$ cat src/include/temp_limit_params.svh
`ifndef TEMP_LIMIT_PARAMS_SVH
`define TEMP_LIMIT_PARAMS_SVH

// ----------------------------------------------------------------
// Converter output
// ----------------------------------------------------------------
`define DAC_WIDTH 8
`define DAC_LSB_UV 4880
`define DAC_RESET_CODE 8'hFF

// ----------------------------------------------------------------
// Temperature formats
// ----------------------------------------------------------------
`define TEMP_WIDTH 12
`define TEMP_DEFAULT_FRAC 3
`define LIMIT_WIDTH 8
`define HYST_WIDTH 3
`define LIMIT_FRAC_BITS 4

// ----------------------------------------------------------------
// Channel positions in the flag vector
// ----------------------------------------------------------------
`define CH_HIGH 0
`define CH_LOW 1
`define CH_CRIT 2
`define CH_COUNT 3

// ----------------------------------------------------------------
// Reset values
// ----------------------------------------------------------------
`define FLAG_RESET 3'h0
`define ARMED_RESET 3'h7
`define OPT_EXT_RESET 1'b0

`endif

$ cat src/include/temp_limit_pkg.sv
package temp_limit_pkg;

	// ----------------------------------------------------------------
	// Interrupt behaviour within either option
	// ----------------------------------------------------------------
	typedef enum logic [1:0] {
		INT_REPETITIVE,
		INT_ONE_TIME,
		INT_COMPARATOR
	} int_mode_t;

endpackage

$ cat src/hdl/temp_limit_compare_and_dac.sv
`timescale 1ns/10ps
`include "temp_limit_params.svh"

module temp_limit_compare_and_dac (
	input wire logic clk_sys,
	input wire logic reset,
	input wire logic conversionDone,
	input wire logic [`TEMP_WIDTH-1:0] tempResult,
	input wire logic extendedFormat,
	input wire logic [`LIMIT_WIDTH-1:0] highLimit,
	input wire logic [`LIMIT_WIDTH-1:0] lowLimit,
	input wire logic [`LIMIT_WIDTH-1:0] upper_release_limit,
	input wire logic [`LIMIT_WIDTH-1:0] critical_temp_limit,
	input wire logic [`HYST_WIDTH-1:0] hysteresis_offset,
	input wire logic modeLoad,
	input wire logic modeExtendedIn,
	input wire temp_limit_pkg::int_mode_t modeIn,
	input wire logic status1Read,
	input wire logic extReg1Read,
	input wire logic dacLoad,
	input wire logic [`DAC_WIDTH-1:0] dacCodeIn,
	input wire logic dacPinHigh,
	input wire logic configWritten,
	output logic [`DAC_WIDTH-1:0] dacCode,
	output logic [`TEMP_WIDTH-1:0] tempReading,
	output logic highFlag,
	output logic lowFlag,
	output logic critFlag,
	output logic optExtended,
	output temp_limit_pkg::int_mode_t intMode,
	output logic int_n,
	output logic critical_temp_alert_n,
	output logic testMode
);

	// ----------------------------------------------------------------
	// Helpers
	// ----------------------------------------------------------------
	// A whole-degree limit plus a signed adjustment, scaled to sixteenths.
	// Nine bits of sum keep the extremes of limit and hysteresis from wrapping.
	function automatic logic signed [12:0] limitAt(
		input logic [`LIMIT_WIDTH-1:0] lim,
		input logic signed [4:0] adj
	);
		logic signed [8:0] sum;
		sum = $signed({lim[7], lim}) + $signed({{4{adj[4]}}, adj});
		return $signed({sum, 4'h0});
	endfunction

	logic pinSync1, pinSync2, pinSync3, configSeen;
	logic signed [12:0] tempCmp;
	logic signed [4:0] hystPlus, hystMinus;
	logic aboveHigh, aboveRelease, atOrBelowLow, aboveCrit;
	logic highRelExt, lowRelExt, critRelExt;
	logic [`CH_COUNT-1:0] trig, rel, chEnable, chRead, active, armed, flag;
	logic [`CH_COUNT-1:0] next_active, next_armed, next_flag;
	logic evaluate;

	// ----------------------------------------------------------------
	// Converter output code
	// ----------------------------------------------------------------
	always_ff @(posedge clk_sys or posedge reset) begin
		if (reset) begin
			dacCode <= `DAC_RESET_CODE;
		end else if (dacLoad) begin
			dacCode <= dacCodeIn;
		end
	end

	// ----------------------------------------------------------------
	// Test mode entry through the converter pin
	// ----------------------------------------------------------------
	// The pin level is analog-derived and asynchronous, so it is filtered
	// through three stages and acted on only when the last two agree.
	always_ff @(posedge clk_sys or posedge reset) begin
		if (reset) begin
			pinSync1 <= 1'b0;
			pinSync2 <= 1'b0;
			pinSync3 <= 1'b0;
		end else begin
			pinSync1 <= dacPinHigh;
			pinSync2 <= pinSync1;
			pinSync3 <= pinSync2;
		end
	end

	always_ff @(posedge clk_sys or posedge reset) begin
		if (reset) begin
			configSeen <= 1'b0;
		end else if (configWritten) begin
			configSeen <= 1'b1;
		end
	end

	// Once entered, only a reset leaves test mode.
	always_ff @(posedge clk_sys or posedge reset) begin
		if (reset) begin
			testMode <= 1'b0;
		end else if (pinSync2 && pinSync3 && !configSeen) begin
			testMode <= 1'b1;
		end
	end

	// ----------------------------------------------------------------
	// Mode selection
	// ----------------------------------------------------------------
	always_ff @(posedge clk_sys or posedge reset) begin
		if (reset) begin
			optExtended <= `OPT_EXT_RESET;
			intMode <= temp_limit_pkg::INT_ONE_TIME;
		end else if (modeLoad && !testMode) begin
			optExtended <= modeExtendedIn;
			intMode <= modeIn;
		end
	end

	// ----------------------------------------------------------------
	// Temperature presentation and comparison
	// ----------------------------------------------------------------
	// In the default format the three finest bits are dropped, so the
	// comparison sees exactly what the host reads.
	always_comb begin
		if (extendedFormat) begin
			tempCmp = $signed({tempResult[11], tempResult});
		end else begin
			tempCmp = $signed({tempResult[11], tempResult[11:3], 3'h0});
		end
	end

	always_ff @(posedge clk_sys or posedge reset) begin
		if (reset) begin
			tempReading <= '0;
		end else if (conversionDone && !testMode) begin
			if (extendedFormat) begin
				tempReading <= tempResult;
			end else begin
				tempReading <= {{`TEMP_DEFAULT_FRAC{tempResult[11]}}, tempResult[11:3]};
			end
		end
	end

	assign hystPlus = $signed({2'b00, hysteresis_offset});
	assign hystMinus = $signed(5'h00 - {2'b00, hysteresis_offset});
	assign evaluate = conversionDone && !testMode;

	// Strict greater-than exceeds an upper limit and at-or-below releases it; the low limit trips at-or-below and releases above.
	assign aboveHigh = tempCmp > limitAt(highLimit, 5'h00);
	assign aboveRelease = tempCmp > limitAt(upper_release_limit, 5'h00);
	assign atOrBelowLow = tempCmp <= limitAt(lowLimit, 5'h00);
	assign aboveCrit = tempCmp > limitAt(critical_temp_limit, 5'h00);
	assign highRelExt = tempCmp <= limitAt(highLimit, hystMinus);
	assign lowRelExt = tempCmp > limitAt(lowLimit, hystPlus);
	assign critRelExt = tempCmp <= limitAt(critical_temp_limit, hystMinus);

	// ----------------------------------------------------------------
	// Per-channel triggers and releases
	// ----------------------------------------------------------------
	// Normal comparator releases at the high limit itself; the other normal
	// modes release at the separate release limit.
	always_comb begin
		trig[`CH_HIGH] = aboveHigh;
		trig[`CH_LOW] = atOrBelowLow;
		trig[`CH_CRIT] = aboveCrit;
		if (optExtended) begin
			rel[`CH_HIGH] = highRelExt;
		end else if (intMode == temp_limit_pkg::INT_COMPARATOR) begin
			rel[`CH_HIGH] = !aboveHigh;
		end else begin
			rel[`CH_HIGH] = !aboveRelease;
		end
		rel[`CH_LOW] = lowRelExt;
		rel[`CH_CRIT] = critRelExt;
		chEnable = {optExtended, optExtended, 1'b1};
		chRead = {extReg1Read, status1Read, status1Read};
	end

	// ----------------------------------------------------------------
	// Flag state per channel
	// ----------------------------------------------------------------
	// A conversion that sets a flag in the cycle of its read wins, so no
	// event is lost to the read.
	generate
		for (genvar ch = 0; ch < `CH_COUNT; ch++) begin : gChannel
			always_comb begin
				next_active[ch] = active[ch];
				next_armed[ch] = armed[ch];
				next_flag[ch] = flag[ch];
				if (chRead[ch]) begin
					next_flag[ch] = 1'b0;
				end
				if (!chEnable[ch]) begin
					next_active[ch] = 1'b0;
					next_armed[ch] = 1'b1;
					next_flag[ch] = 1'b0;
				end else if (evaluate) begin
					case (intMode)
						temp_limit_pkg::INT_ONE_TIME: begin
							if (armed[ch] && trig[ch]) begin
								next_flag[ch] = 1'b1;
								next_armed[ch] = 1'b0;
							end else if (rel[ch]) begin
								next_armed[ch] = 1'b1;
							end
						end
						temp_limit_pkg::INT_COMPARATOR: begin
							next_active[ch] = trig[ch] || (active[ch] && !rel[ch]);
							next_flag[ch] = next_active[ch];
						end
						default: begin
							next_active[ch] = trig[ch] || (active[ch] && !rel[ch]);
							if (next_active[ch]) begin
								next_flag[ch] = 1'b1;
							end
						end
					endcase
				end
			end

			always_ff @(posedge clk_sys or posedge reset) begin
				if (reset) begin
					active[ch] <= 1'b0;
					armed[ch] <= 1'b1;
					flag[ch] <= 1'b0;
				end else begin
					active[ch] <= next_active[ch];
					armed[ch] <= next_armed[ch];
					flag[ch] <= next_flag[ch];
				end
			end
		end
	endgenerate

	// ----------------------------------------------------------------
	// Interrupt outputs
	// ----------------------------------------------------------------
	// The pins are registered copies of the next flag state so that they
	// agree with the flag outputs in every cycle.
	always_ff @(posedge clk_sys or posedge reset) begin
		if (reset) begin
			highFlag <= 1'b0;
			lowFlag <= 1'b0;
			critFlag <= 1'b0;
			int_n <= 1'b1;
			critical_temp_alert_n <= 1'b1;
		end else begin
			highFlag <= next_flag[`CH_HIGH];
			lowFlag <= next_flag[`CH_LOW];
			critFlag <= next_flag[`CH_CRIT];
			int_n <= !(next_flag[`CH_HIGH] || next_flag[`CH_LOW]);
			critical_temp_alert_n <= !next_flag[`CH_CRIT];
		end
	end

	// ----------------------------------------------------------------
	// Checks
	// ----------------------------------------------------------------
	AST_DAC_LOAD: assert property (@(posedge clk_sys) disable iff (reset)
		dacLoad |=> dacCode == $past(dacCodeIn))
		else $error("Converter code did not take the loaded value.");

	AST_TEST_STICKY: assert property (@(posedge clk_sys) disable iff (reset)
		testMode |=> testMode && $stable(highFlag) && $stable(tempReading))
		else $error("Test mode left or state changed during test mode.");

	AST_TEST_LOCK: assert property (@(posedge clk_sys) disable iff (reset)
		(configSeen && !testMode) |=> !testMode)
		else $error("Test mode entered after configuration write.");

	AST_NORMAL_NO_ALERT: assert property (@(posedge clk_sys) disable iff (reset)
		(!optExtended && !$past(optExtended)) |=> critical_temp_alert_n && !lowFlag)
		else $error("Alert or low flag active in a normal mode.");

	AST_REP_HIGH: assert property (@(posedge clk_sys) disable iff (reset)
		(evaluate && aboveHigh && intMode == temp_limit_pkg::INT_REPETITIVE) |=> highFlag && !int_n)
		else $error("High limit exceeded without interrupt.");

	AST_ONE_TIME_QUIET: assert property (@(posedge clk_sys) disable iff (reset)
		(intMode == temp_limit_pkg::INT_ONE_TIME && !armed[`CH_HIGH] && !highFlag
		&& !(evaluate && rel[`CH_HIGH]) && !modeLoad) |=> !highFlag ##1 !highFlag)
		else $error("One-time interrupt fired again without re-arming.");

	AST_COMP_FOLLOW: assert property (@(posedge clk_sys) disable iff (reset)
		(evaluate && !optExtended && intMode == temp_limit_pkg::INT_COMPARATOR)
		|=> highFlag == $past(aboveHigh))
		else $error("Normal comparator flag does not follow the high limit.");

	AST_CRIT_HOLD: assert property (@(posedge clk_sys) disable iff (reset)
		(critFlag && optExtended && intMode != temp_limit_pkg::INT_COMPARATOR
		&& !extReg1Read && !modeLoad) |=> critFlag)
		else $error("Critical alert dropped before its register was read.");

	AST_READ_CLEAR: assert property (@(posedge clk_sys) disable iff (reset)
		(status1Read && !conversionDone) |=> !highFlag && !lowFlag && int_n)
		else $error("Status read did not clear flags and interrupt line.");

	AST_PIN_MATCH: assert property (@(posedge clk_sys) disable iff (reset)
		int_n == !(highFlag || lowFlag) && critical_temp_alert_n == !critFlag)
		else $error("Interrupt pins disagree with flags.");

	AST_ONLY_AT_END: assert property (@(posedge clk_sys) disable iff (reset)
		(!conversionDone && !status1Read && !extReg1Read && !modeLoad && !$past(modeLoad))
		|=> $stable(highFlag) && $stable(lowFlag) && $stable(critFlag))
		else $error("Flags changed without conversion end or read.");

	AST_EXT_CRIT_SET: assert property (@(posedge clk_sys) disable iff (reset)
		(evaluate && optExtended && aboveCrit && intMode == temp_limit_pkg::INT_REPETITIVE)
		|=> !critical_temp_alert_n)
		else $error("Critical limit exceeded without alert.");

endmodule

$ cat config.mk
export PLATFORM = sky130hd
export DESIGN_NAME = temp_limit_compare_and_dac
export DESIGN_NICKNAME = d
export VERILOG_FILES = /design/src/include/temp_limit_pkg.sv /design/src/hdl/temp_limit_compare_and_dac.sv
export VERILOG_INCLUDE_DIRS = /design/src /design/src/include
export SDC_FILE = /design/constraint.sdc
export NUM_CORES = 1
export LEC_CHECK = 0
export ABC_AREA = 1
export BUFFER_PORTS_ARGS = -buffer_cell sky130_fd_sc_hd__buf_2
export CORE_MARGIN = 3
export CORE_UTILIZATION = 55
export DETAILED_ROUTE_END_ITERATION = 7
export HOLD_SLACK_MARGIN = 0.12
export PLACE_DENSITY_LB_ADDON = 0.12
export SLEW_MARGIN = 5
export SYNTH_ARGS = -nofsm -noshare
export SYNTH_HDL_FRONTEND = slang
export SYNTH_SLANG_ARGS = --single-unit
$ cat constraint.sdc
create_clock -name clk_sys -period 1.6 [get_ports clk_sys]
set_input_delay 0.08 -clock clk_sys [delete_from_list [all_inputs] [get_ports clk_sys]]
set_output_delay 0.08 -clock clk_sys [all_outputs]
set_load 0.1 [all_outputs]
# Word-level counts from Yosys, hierarchy flattened
# Index checks and enable logic that the tools add are counted.
# classes
add_sub_neg,4
reduce_logical,29
mux,39
n_bitwise,1
n_eq_ne,7
magnitude_cmp,7
# ops
operator,n
> comparator 12 bit,3
2-to-1 mux 1 bit,34
adder 8 x 4 -> 9 bit,3
less-or-equal comparator 12 x 13 -> 1 bit,2
> comparator 12 x 13 -> 1 bit,1
less-or-equal comparator 12 bit,1
2-to-1 mux 11 bit,1
logical AND 1 bit,10
logical NOT 1 bit,9
AND reduction 3 bit,3
"!= test 3 x 1 -> 1 bit, second input constant",2
case mux 1 bit (2 select lines),3
logical OR 1 bit,4
"!= test 2 x 1 -> 1 bit, second input constant",2
AND reduction 2 bit,2
"subtractor 1 x 3 -> 4 bit, first input constant",1
2-to-1 mux 3 bit,1
"equality test 2 x 1 -> 1 bit, second input constant",1
"equality test 2 bit, second input constant",1
"!= test 2 bit, second input constant",1
nonzero test 2 bit,1
inverter 1 bit,1
# word_totals
out_inout_bits,29
reg_bits,39
input_bits,68
elab_cells,107

# Longest topological paths before layout
# Gate-level depths: netlist of run 1.
# depth
depth_word,13
ltp_mapped,25
ltp_nobuf,25

# Worst setup path before layout of run 1
# OpenSTA, ideal clock, no wires.
# synth_path
path_kind,in2reg
start,input port hysteresis_offset[1]
end,register critFlag
setup_ns,0.115
stages,19
path_slack_ns,-1.221
arrival_ns,2.706
path_cell_list,inv_1 > ha_1 > inv_1 > fa_1 > o21ai_0 > a21oi_1 > o21ai_0 > nand2_1 > a22oi_1 > ha_1 > a21oi_1 > o21a_1 > o2111ai_1 > nand2_1 > o21ai_2 > nand3_1 > nand2_1 > nand2_1 > inv_1
# synth_between
elab_chain_cells,10
# synth_lines
item,line,rtl
from (decl),temp_limit_compare_and_dac.sv:14,"input wire logic [`HYST_WIDTH-1:0] hysteresis_offset,"
subtractor 1 x 3 -> 4 bit *,temp_limit_compare_and_dac.sv:143,"assign hystMinus = $signed(5'h00 - {2'b00, hysteresis_offset});"
adder 8 x 4 -> 9 bit *,temp_limit_compare_and_dac.sv:46,"sum = $signed({lim[7], lim}) + $signed({{4{adj[4]}}, adj});"
less-or-equal comparator 12 x 13 -> 1 bit *,temp_limit_compare_and_dac.sv:153,"assign critRelExt = tempCmp <= limitAt(critical_temp_limit, hystMinus);"
logical NOT 1 bit *,"temp_limit_compare_and_dac.sv:206, temp_limit_compare_and_dac.sv:210",
logical AND 1 bit *,"temp_limit_compare_and_dac.sv:206, temp_limit_compare_and_dac.sv:210",
logical OR 1 bit *,"temp_limit_compare_and_dac.sv:206, temp_limit_compare_and_dac.sv:210",
2-to-1 mux 1 bit,temp_limit_compare_and_dac.sv:211,if (next_active[ch]) begin
case mux 1 bit (2 select lines) *,temp_limit_compare_and_dac.sv:196,case (intMode)
2-to-1 mux 1 bit *,temp_limit_compare_and_dac.sv:195,end else if (evaluate) begin
2-to-1 mux 1 bit *,temp_limit_compare_and_dac.sv:191,if (!chEnable[ch]) begin
via next_flag[2],temp_limit_compare_and_dac.sv:56,"logic [`CH_COUNT-1:0] next_active, next_armed, next_flag;"
to (signal assigned),temp_limit_compare_and_dac.sv:248,critFlag <= next_flag[`CH_CRIT];
to (decl),temp_limit_compare_and_dac.sv:28,"output logic critFlag,"
# The timed path passes the listed nets; every way through them passes the cells marked *.
# A chain may end at the register's enable or synchronous reset.

# Final worst setup path of run 1
# layout_path
start,input port hysteresis_offset[0]
end,register active[2]
# layout_between
elab_chain_cells,9
# layout_lines
item,line,rtl
subtractor 1 x 3 -> 4 bit,temp_limit_compare_and_dac.sv:143,
adder 8 x 4 -> 9 bit,temp_limit_compare_and_dac.sv:46,
less-or-equal comparator 12 x 13 -> 1 bit,temp_limit_compare_and_dac.sv:153,
logical NOT 1 bit,"temp_limit_compare_and_dac.sv:206, temp_limit_compare_and_dac.sv:210",
logical AND 1 bit,"temp_limit_compare_and_dac.sv:206, temp_limit_compare_and_dac.sv:210",
logical OR 1 bit,"temp_limit_compare_and_dac.sv:206, temp_limit_compare_and_dac.sv:210",
2-to-1 mux 1 bit,-,
2-to-1 mux 1 bit,temp_limit_compare_and_dac.sv:195,
2-to-1 mux 1 bit,temp_limit_compare_and_dac.sv:191,
"to (signal, indexed assignment)",temp_limit_compare_and_dac.sv:225,active[ch] <= next_active[ch];
to (decl),temp_limit_compare_and_dac.sv:55,"logic [`CH_COUNT-1:0] trig, rel, chEnable, chRead, active, armed, flag;"
# No other way between the ends. The select of a mux whose other input is x is not followed.

==> flow_metrics.env, run 1 <==
export IMPL_r2r_slack_ps=10
export IMPL_final_antenna_net_count=0
export IMPL_grt_overflow_total=0
export IMPL_std_cell_rows=30
export IMPL_cts_buffers=5
export IMPL_initialDrtViolationCount=326
export IMPL_vias=4670
export IMPL_clockRootBuffer="clkbuf_8"
export IMPL_remaining_drc_errors=0
export IMPL_worstSetupEndpointType="register"
export IMPL_wl_met1_um=4880
export IMPL_synth_most_common_cell="nand2_1"
export IMPL_setup_slack_ps=-1320
export IMPL_wl_per_cell_um=17.4
export IMPL_ir_drop_v=0.000891
export IMPL_endpoint="active[2]$_DFFE_PP0P_"
export IMPL_synthesis_nets=666
export IMPL_p_per_area_mw_per_mm2=821
export IMPL_nNetsFinal=871
export IMPL_yosys_warnings=0
export IMPL_required_ps=1800
export IMPL_r2r_end="int_n$_DFF_PP1_"
export IMPL_pre_cts_slack_ps=-1480
export IMPL_die_area_mm2=0.00825
export IMPL_ioPinCount=97
export IMPL_critical_path_class="in -> reg"
export IMPL_cts_clk_slew_worst_paths_ps=80
export IMPL_syn_instance_count=515
export IMPL_clock_sinks=39
export IMPL_top_layer_used="met4"
export IMPL_p_leak_nw=3.12
export IMPL_synth_common_cells="nand2_1 (108), ha_1 (80), inv_1 (69), a21oi_1 (56), nor2_1 (43)"
export IMPL_synthDistinctLibCells=40
export IMPL_seq_area_frac_synth_pct=25.1
export IMPL_grt_max_degree=40
export IMPL_synth_async_reset_ratio_pct=100
export IMPL_coreArea_mm2=0.00687
export IMPL_setup_viol=11
export IMPL_worst_pin_slew_ps=494
export IMPL_hold_path_class="in -> reg"
export IMPL_r2r_start="intMode[0]$_DFFE_PP1P_"
export IMPL_outcome="finished with violations"
export IMPL_met3_wirelength_um=1150
export IMPL_placed_area_mm2=0.00525
export IMPL_critPathLaunchType="primary input"
export IMPL_final_max_slew_viol_count=0
export IMPL_drive_above_1_share_pct=38.6
export IMPL_maxCapViolCount=0
export IMPL_crit_start="hysteresis_offset[0]"
export IMPL_drt_total_wl_um=14200
export IMPL_power_mw=4.82
export IMPL_num_fill_cells=389
export IMPL_area_delta_synth_final_pct=48.5
export IMPL_grt_pass1_vias=4864
export IMPL_finalHoldViolations=0
export IMPL_post_route_period_util_pct=183
export IMPL_max_freq_mhz=342
export IMPL_hpwl_um=8840
export IMPL_start_util_pct=57.6
export IMPL_antenna_found_initial=0
export IMPL_rr_worst_depth=13
export IMPL_dr_pass1_iters=5
export IMPL_port_buffers=96
export IMPL_critPathMaxFanout=4
export IMPL_slew_headroom_pct=67.1
export IMPL_violations="negative setup slack"
export IMPL_rsz0062_at_grt="true"
export IMPL_syn_area_per_cell_um2=7.69
export IMPL_grt_pass1_wl_um=21600
export IMPL_arrival_ps=3130
export IMPL_gp_congestion=0.878
export IMPL_clk_insertion_delay_late_ps=300
export IMPL_synth_area_mm2=0.00396
export IMPL_cts_tree="done"
export IMPL_die_height_um=90.8
export IMPL_ys_flop_type="dfrtp_1"
export IMPL_vias_per_cell=5.72
export IMPL_period_needed_ps=2920
export IMPL_h_tree_depth=2
export IMPL_synth_area_leaders="ha_1 (25%), dfrtp_1 (16%), nand2_1 (10%), dfstp_2 (9.3%), a21oi_1 (7.1%)"
export IMPL_cts_buffer_depth=2
export IMPL_synth_edff_count=0
export IMPL_yosysTopAreaCell="ha_1"
export IMPL_diodes=0
export IMPL_post_route_cell_area_mm2=0.00588
export IMPL_fin_skew_ps=8.01
export IMPL_grt_use_total_pct=32.1
export IMPL_dp_cells=778
export IMPL_synth_top_area_share_pct=25.3
export IMPL_wl_met2_um=7350
export IMPL_synth_ff_latch_count=39
export IMPL_die_w_um=90.8
export IMPL_stdcell_count=817
flip-flops by register name, summed over array words and instances, names as in the netlist, 2 cells and up:
| signal | flops |
|---|---|
| armed | 3 |
| intMode | 2 |
| dacCode | 8 |
| tempReading | 12 |
| active | 3 |
per-stage QoR:
| stage | hold WS [ps] | TNS, ps | utilization [%] |
|---|---|---|---|
| floorplan | 111 | -8850 | - |
| global placement | 190 | -13170 | 76.5 |
| detailed placement | 191 | -14240 | 76.5 |
| CTS | 137 | -9350 | 84.3 |
| global route | 174 | -13220 | 85.6 |
| finish | 142 | -11530 | 85.6 |
worst max-delay path, stage by stage:
cell and delay [ps]:
buf_12 90, inv_12 30, ha_4 160, xnor2_4 150, buf_6 140, ha_4 300, nand3_4 100, nand2_2 110
a21oi_2 60, o21bai_1 170, nand2_1 80, nand2_1 80, a21oi_2 50, xor2_1 140, ha_1 330, nand2_2 90
nor2_4 120, nand2_1 60, o2111ai_1 210, nand2_1 120, o21ai_2 150, buf_4 140, nand3_2 80, o31ai_2 90
power breakdown:
group	leakage (nW)	switching, mW	internal, mW
clock network	0.0581	0.383	0.465
logic	2.63	1.79	0.948
registers	0.439	0.0847	1.16
per-layer routing:
metal	up-vias	track usage, %
met4	0	17.0
met2	294	59.3
li1	2132	-
met3	86	7.00
met1	2158	33.7
met5	-	0
what timing repair did:
action                     4_1_cts  5_1_grt
hold buffers                    19        0
hold endpoints to repair        44        0
setup buffers                   10        2
pin swaps                       27       19
setup endpoints to repair       11       11
resized for setup               39       15
area by class of cell:
cell class                      instances  area, µm²  area share (%)
Clock inverter                          3       43.8           0.745
Clock buffer                            5       68.8            1.17
Multi-Input combinational cell        399       2940            50.0
Tap cell                               96        120            2.04
Inverter                               72        295            5.02
Timing Repair Buffer                  203       1420            24.1
Sequential cell                        39        995            16.9
cells in the final DEF (no fill, tap or decap), types with 4 or more instances in the layout:
cell            n
a21oi_1        46
xnor2_1         6
nor2_1         39
buf_6           4
buf_2          93
nand2_2        13
dfstp_2        14
nand3_2         4
o21a_1          4
ha_1           72
buf_4          82
buf_12          5
dfrtp_1        24
nand4_1         7
ha_4            7
mux2_2          9
xor2_1         11
inv_1          67
clkbuf_8        5
nand2_1        97
dlygate4sd3_1  19
nand3_1        15
a21oi_2        10
nor2_2          5
o21ai_0        11
how the worst min path moves through the flow:
| stage | startpoint | cells after the start | end |
|---|---|---|---|
| 3_3_place_gp | dacPinHigh | 1 | pinSync1$_DFF_PP0_ |
| 3_5_place_dp | dacPinHigh | 1 | pinSync1$_DFF_PP0_ |
| 6_report | extReg1Read | 5 | critical_temp_alert_n$_DFF_PP1_ |
| 4_1_cts | extReg1Read | 5 | critical_temp_alert_n$_DFF_PP1_ |
| 5_1_grt | extReg1Read | 5 | critical_temp_alert_n$_DFF_PP1_ |
| 2_1_floorplan | dacPinHigh | 0 | pinSync1$_DFF_PP0_ |
logic make-up (layout without fill, tap and decap cells):
group	count (synthesis)	count (layout)	synth area share [%]
DFF	39	39	25.1
adders and majority gates	83	83	26.8
AOI/OAI and AO/OA	93	93	13.2
and+or+nand+nor	196	196	20.9
xor gates and xnor gates	18	18	3.98
muxes	9	9	2.56
buffers and inverters	77	283	7.49
No activity file was read; power rests on OpenSTA's default activity.
==> inputs of run 2 (changes only) <==
--- a/config.mk
+++ b/config.mk
@@ -8,6 +8,7 @@
 export LEC_CHECK = 0
 export ABC_AREA = 1
 export BUFFER_PORTS_ARGS = -buffer_cell sky130_fd_sc_hd__buf_2
+export CORE_ASPECT_RATIO = 0.7
 export CORE_MARGIN = 3
 export CORE_UTILIZATION = 55
 export DETAILED_ROUTE_END_ITERATION = 7
==> run 2 against run 1 <==
  * Design area grew 0.60%
  * First-iteration DRC count grew 66%
  * The flow still finishes with violations (negative setup slack)
  * Maximum frequency shrank 8.1%
  * Final cell count shrank 0.49%
  * Non-clock buffer count shrank 2
  * Clock skew shrank 2.9 ps
  * Combinational power is essentially flat
==> flow_metrics.env, run 2 (synthesized netlist as in run 1, its figures left out) <==
export IMPL_p_per_area_mw_per_mm2=847
export IMPL_cts_buffer_depth=2
export IMPL_slew_headroom_pct=66.7
export IMPL_grt_pass1_wl_um=21100
export IMPL_std_cell_rows=25
export IMPL_critPathLaunchType="primary input"
export IMPL_clk_insertion_delay_late_ps=290
export IMPL_ir_drop_v=0.000715
export IMPL_reg_top3="tempReading: 12 flops, dacCode: 8 flops"
export IMPL_grt_max_degree=40
export IMPL_vias=4709
export IMPL_top_register="tempReading"
export IMPL_gp_congestion=0.859
export IMPL_finalHoldViolations=0
export IMPL_dr_pass1_iters=6
export IMPL_cp_cell_sequence="buf_12, inv_12, ha_4, xnor2_4, ha_4, buf_4, nand2_1, o21ai_2, a21oi_1, o21ai_1, nand2_1, a22oi_2, ha_2, nand2_2, nor2_2, nand2_1, o2111ai_2, nand2_2, o21ai_2, nand3_1, nand2_1, nand2_1, inv_1"
export IMPL_p_leak_nw=3.11
export IMPL_cts_tree="done"
export IMPL_cts_buffers=5
export IMPL_violations="negative setup slack"
export IMPL_hold_path_class="in -> reg"
export IMPL_area_delta_synth_final_pct=49.4
export IMPL_final_common_cell="nand2_1"
export IMPL_critical_path_class="in -> reg"
export IMPL_final_antenna_net_count=0
export IMPL_remaining_drc_errors=0
export IMPL_final_cell_mix="nand2_1 (95), buf_2 (93), buf_4 (82)"
export IMPL_setup_viol=11
export IMPL_critPathMaxFanout=5
export IMPL_slowest_delay_ps=430
export IMPL_crit_slowest_cell="ha_2"
export IMPL_clock_sinks=39
export IMPL_die_area_mm2=0.00827
export IMPL_clockRootBuffer="clkbuf_8"
export IMPL_largest_register_ffs=12
export IMPL_final_max_slew_viol_count=0
export IMPL_fin_skew_ps=5.08
export IMPL_setup_slack_ps=-1580
export IMPL_initialDrtViolationCount=540
export IMPL_drive_above_1_share_pct=38.8
export IMPL_diodes=0
export IMPL_required_ps=1830
export IMPL_start_util_pct=57.8
export IMPL_die_w_um=107
export IMPL_grt_pass1_vias=4464
export IMPL_grt_use_total_pct=32.0
export IMPL_coreArea_mm2=0.00685
export IMPL_period_needed_ps=3180
export IMPL_worstSetupEndpointType="register"
export IMPL_rsz0062_at_grt="true"
export IMPL_outcome="finished with violations"
export IMPL_port_buffers=96
export IMPL_die_height_um=77.0
export IMPL_post_route_period_util_pct=199
export IMPL_placed_area_mm2=0.00522
export IMPL_maxCapViolCount=0
export IMPL_nNetsFinal=869
export IMPL_post_route_cell_area_mm2=0.00591
export IMPL_num_fill_cells=362
export IMPL_max_freq_mhz=314
export IMPL_h_tree_depth=2
export IMPL_drt_total_wl_um=14300
export IMPL_antenna_found_initial=0
export IMPL_cts_clk_slew_worst_paths_ps=80
export IMPL_wl_per_cell_um=17.6
export IMPL_worst_pin_slew_ps=502
export IMPL_hpwl_um=9250
export IMPL_grt_overflow_total=0
export IMPL_ioPinCount=97
export IMPL_hold_ws_ps=158
export IMPL_utilization_pct=86.3
export IMPL_vias_per_cell=5.79
export IMPL_arrival_ps=3410
export IMPL_timing_critical_path_mode_cell="nand2_1"
## run 2: changes by cell type in the layout (fill, tap and decap cells not counted), sizes merged
| cell | delta |
|---|---|
| clkinv | -2 |
| clkbuf | +1 |
| bufinv | +1 |
| buf | -2 |
## run 2: timing repair
item                                    in CTS  in global routing
endpoints found under the setup margin      11                 11
endpoints found under the hold margin       43                  0
hold buffers                                19                  0
pin swaps                                   15                 25
buffers inserted                            13                  3
gates resized for setup                     29                 24
## run 2: cell type report
type                       count  area, µm²  share of cell area, %
clock buffer                   6       72.6                   1.23
clock inverter                 2       60.1                   1.02
inverter                      72        295                   4.99
multi-input combinational    399       2960                   50.1
sequential                    39        995                   16.8
tap                           94        118                   1.99
timing repair buffer         201       1410                   23.9
## run 2: critical path: cells and delay by family
family	cells	cell delay, ps
buffers and inverters	4	360
xor gates and xnor gates	1	270
AOI/OAI and AO/OA	6	950
adders and majority gates	3	880
and+or+nand+nor	9	870
## run 2: where the power goes
group | switching [mW] | total (mW) | internal [mW] | leakage (nW)
clock | 0.370 | 0.994 | 0.624 | 0.0654
sequential | 0.0918 | 1.25 | 1.16 | 0.439
combinational | 1.80 | 2.76 | 0.962 | 2.61
## run 2: per-stage QoR
step                instances  setup TNS, ps  setup WS, ps  power [mW]
floorplan                 515          -8850         -1040        2.92
global placement          770         -13180         -1360        3.52
detailed placement        770         -15450         -1710        3.62
CTS                       810         -10600         -1140        4.79
global route              813         -14510         -1660        5.25
finish                    813         -12980         -1580        5.01
## run 2: layer usage
metal | track usage, % | up-vias | part of all wire, %
met5 | 0 | - | 0
met4 | 11.3 | 0 | 4.7
met3 | 5.72 | 89 | 9.9
met2 | 55.2 | 308 | 46
met1 | 40.0 | 2178 | 39
li1 | - | 2134 | -
## run 2: final timing paths
check                                            start                    endpoint  slack [ps]  depth (start not counted)
worst max-delay path              hysteresis_offset[0]          critFlag$_DFF_PP0_       -1580                         23
worst min-delay path                     tempResult[3]  tempReading[0]$_DFFE_PP0P_         160                          3
worst max register to register  intMode[0]$_DFFE_PP1P_             int_n$_DFF_PP1_        -140                          9
worst min register to register      pinSync1$_DFF_PP0_          pinSync2$_DFF_PP0_         360                          0
max in group asynchronous                        reset        testMode$_DFFE_PP0P_         780                          4
min in group asynchronous                        reset  tempReading[4]$_DFFE_PP0P_         450                          4
==> inputs of run 3 (changes only) <==
--- a/config.mk
+++ b/config.mk
@@ -9,12 +9,12 @@
 export ABC_AREA = 1
 export BUFFER_PORTS_ARGS = -buffer_cell sky130_fd_sc_hd__buf_2
 export CORE_ASPECT_RATIO = 0.7
-export CORE_MARGIN = 3
 export CORE_UTILIZATION = 55
 export DETAILED_ROUTE_END_ITERATION = 7
+export GPL_ROUTABILITY_DRIVEN = 0
 export HOLD_SLACK_MARGIN = 0.12
 export PLACE_DENSITY_LB_ADDON = 0.12
-export SLEW_MARGIN = 5
+export SLEW_MARGIN = 20
 export SYNTH_ARGS = -nofsm -noshare
 export SYNTH_HDL_FRONTEND = slang
 export SYNTH_SLANG_ARGS = --single-unit
==> run 3 against run 2 <==
  * The flow still finishes with violations (negative setup slack)
  * Clock power shrank 1%
  * Sequential cell count unchanged
  * First-iteration DRC count decreased by 44%
  * Count of clock-buffer cells in the layout unchanged
  * Maximum frequency increased by 9.3%
  * Design area is 1.5% lower
  * Sequential power is essentially flat
  * Critical path depth grew 1
  * Critical path type unchanged
  * Largest cell class unchanged
==> flow_metrics.env, run 3 (synthesized netlist as in run 1, its figures left out) <==
export IMPL_final_cell_mix="nand2_1 (95), buf_2 (94), buf_4 (75)"
export IMPL_swShare_pct=45.0
export IMPL_drt_total_wl_um=13400
export IMPL_area_delta_synth_final_pct=47.2
export IMPL_max_freq_mhz=344
export IMPL_largest_register_ffs=12
export IMPL_tns_ps=-11660
export IMPL_hold_path_depth=3
export IMPL_grt_pass1_wl_um=19500
export IMPL_finalHoldViolations=0
export IMPL_hold_path_class="in -> reg"
export IMPL_drive_above_1_share_pct=38.4
export IMPL_ioPinCount=97
export IMPL_power_net_switching_mw=2.22
export IMPL_clockRootBuffer="clkbuf_8"
export IMPL_ir_drop_v=0.00105
export IMPL_reg_top3="tempReading: 12 flops, dacCode: 8 flops"
export IMPL_r2r_start="intMode[0]$_DFFE_PP1P_"
export IMPL_hpwl_um=8900
export IMPL_dr_pass1_iters=5
export IMPL_p_int_mw=2.71
export IMPL_cts_clk_slew_worst_paths_ps=80
export IMPL_initialDrtViolationCount=303
export IMPL_grt_pass1_vias=4325
export IMPL_diodes=0
export IMPL_fin_skew_ps=4.46
export IMPL_h_tree_depth=2
export IMPL_std_cell_rows=25
export IMPL_maxCapViolCount=0
export IMPL_min_from="modeLoad"
export IMPL_vias_per_cell=5.67
export IMPL_setup_viol=11
export IMPL_post_route_period_util_pct=182
export IMPL_start_util_pct=57.8
export IMPL_p_per_area_mw_per_mm2=847
export IMPL_nNetsFinal=861
export IMPL_vias=4565
export IMPL_top_register="tempReading"
export IMPL_utilization_pct=85.1
export IMPL_clock_sinks=39
export IMPL_worst_pin_slew_ps=510
export IMPL_p_comb_share_pct=54.9
export IMPL_clk_insertion_delay_late_ps=290
export IMPL_r2r_end="int_n$_DFF_PP1_"
export IMPL_critPathLaunchType="primary input"
export IMPL_r2r_slack_ps=-120
export IMPL_p_leak_nw=3.09
export IMPL_critPathMaxFanout=4
export IMPL_outcome="finished with violations"
export IMPL_die_area_mm2=0.00755
export IMPL_p_seq_share_pct=25.2
export IMPL_final_max_slew_viol_count=0
export IMPL_rsz0062_at_grt="true"
export IMPL_cts_tree="done"
export IMPL_required_ps=1830
export IMPL_final_common_cell="nand2_1"
export IMPL_cts_buffer_depth=2
export IMPL_arrival_ps=3140
export IMPL_port_buffers=96
export IMPL_grt_max_degree=40
export IMPL_grt_use_total_pct=34.1
export IMPL_whs_endpoint="intMode[0]$_DFFE_PP1P_"
export IMPL_final_antenna_net_count=0
export IMPL_critical_path_class="in -> reg"
export IMPL_remaining_drc_errors=0
export IMPL_wl_per_cell_um=16.6
export IMPL_period_needed_ps=2910
export IMPL_cts_buffers=5
export IMPL_die_height_um=73.0
export IMPL_violations="negative setup slack"
export IMPL_setup_slack_ps=-1310
export IMPL_worstSetupEndpointType="register"
export IMPL_die_w_um=103
export IMPL_rr_worst_depth=13
export IMPL_antenna_found_initial=0
export IMPL_p_clk_share_pct=19.9
export IMPL_coreArea_mm2=0.00685
export IMPL_grt_overflow_total=0
export IMPL_slew_headroom_pct=66.2
==> run 3: power by group through the flow <==
stage | Clock [mW] | Combinational [mW] | Sequential (mW)
2_1_floorplan | 0 | 0.961 | 1.95
3_3_place_gp | 0 | 2.28 | 1.24
3_5_place_dp | 0 | 2.36 | 1.25
4_1_cts | 0.972 | 2.51 | 1.23
5_1_grt | 1.03 | 2.89 | 1.26
6_report | 0.983 | 2.71 | 1.24
==> run 3: area by class of cell <==
type | instances | area (µm²)
multi-input combinational | 399 | 2960
timing repair buffer | 193 | 1330
fill | 405 | 1020
sequential | 39 | 995
inverter | 72 | 295
tap | 94 | 118
clock buffer | 6 | 72.6
clock inverter | 2 | 60.1
==> run 3: metrics by stage <==
step	power [mW]	hold slack (ps)	setup slack, ps	std cells	instance area (µm²)
after floorplan	2.92	111	-1040	515	4070
after global placement	3.52	190	-1350	771	5210
after detailed placement	3.61	191	-1590	771	5210
after CTS	4.72	129	-1050	804	5700
after global routing	5.18	168	-1420	805	5830
final	4.93	160	-1310	805	5830
==> run 3: timing repair <==
item | 4_1_cts | 5_1_grt
pin swaps | 30 | 22
endpoints found under the setup margin | 11 | 11
hold buffers | 18 | 0
resized for setup | 29 | 25
endpoints found under the hold margin | 43 | 0
buffers inserted | 7 | 1
==> run 3: how the worst max path moves through the flow <==
stage,start,cells past startpoint,endpoint,slack (ps)
finish,hysteresis_offset[0],24,critFlag$_DFF_PP0_,-1310
global route,hysteresis_offset[0],25,int_n$_DFF_PP1_,-1420
CTS,hysteresis_offset[0],24,critFlag$_DFF_PP0_,-1050
detailed placement,hysteresis_offset[0],22,critFlag$_DFF_PP0_,-1590
global placement,hysteresis_offset[1],24,critFlag$_DFF_PP0_,-1350
floorplan,hysteresis_offset[1],23,critFlag$_DFF_PP0_,-1040
==> run 3: routing by layer <==
| layer | part of all wire, % | global-route usage (%) | vias to the layer above |
|---|---|---|---|
| li1 | - | - | 2112 |
| met1 | 41 | 43.1 | 2082 |
| met2 | 46 | 57.4 | 286 |
| met3 | 7.4 | 6.61 | 85 |
| met4 | 5.2 | 14.1 | 0 |
| met5 | 0 | 0 | - |
==> run 3: critical path, cell delays in order <==
cell and delay, ps:
buf_12 100, inv_12 30, ha_4 160, xnor2_4 290
ha_4 270, a21oi_2 120, nand2_1 100, a21oi_2 120
o21bai_1 120, nand2_1 90, nand2_1 70, a21oi_2 130
xor2_1 80, ha_1 330, nand2_2 100, nor2_4 150
nand2_2 60, o2111ai_2 180, nand2_2 100, o21ai_2 150
nand3_1 100, nand2_1 70, nand2_1 70, inv_1 80
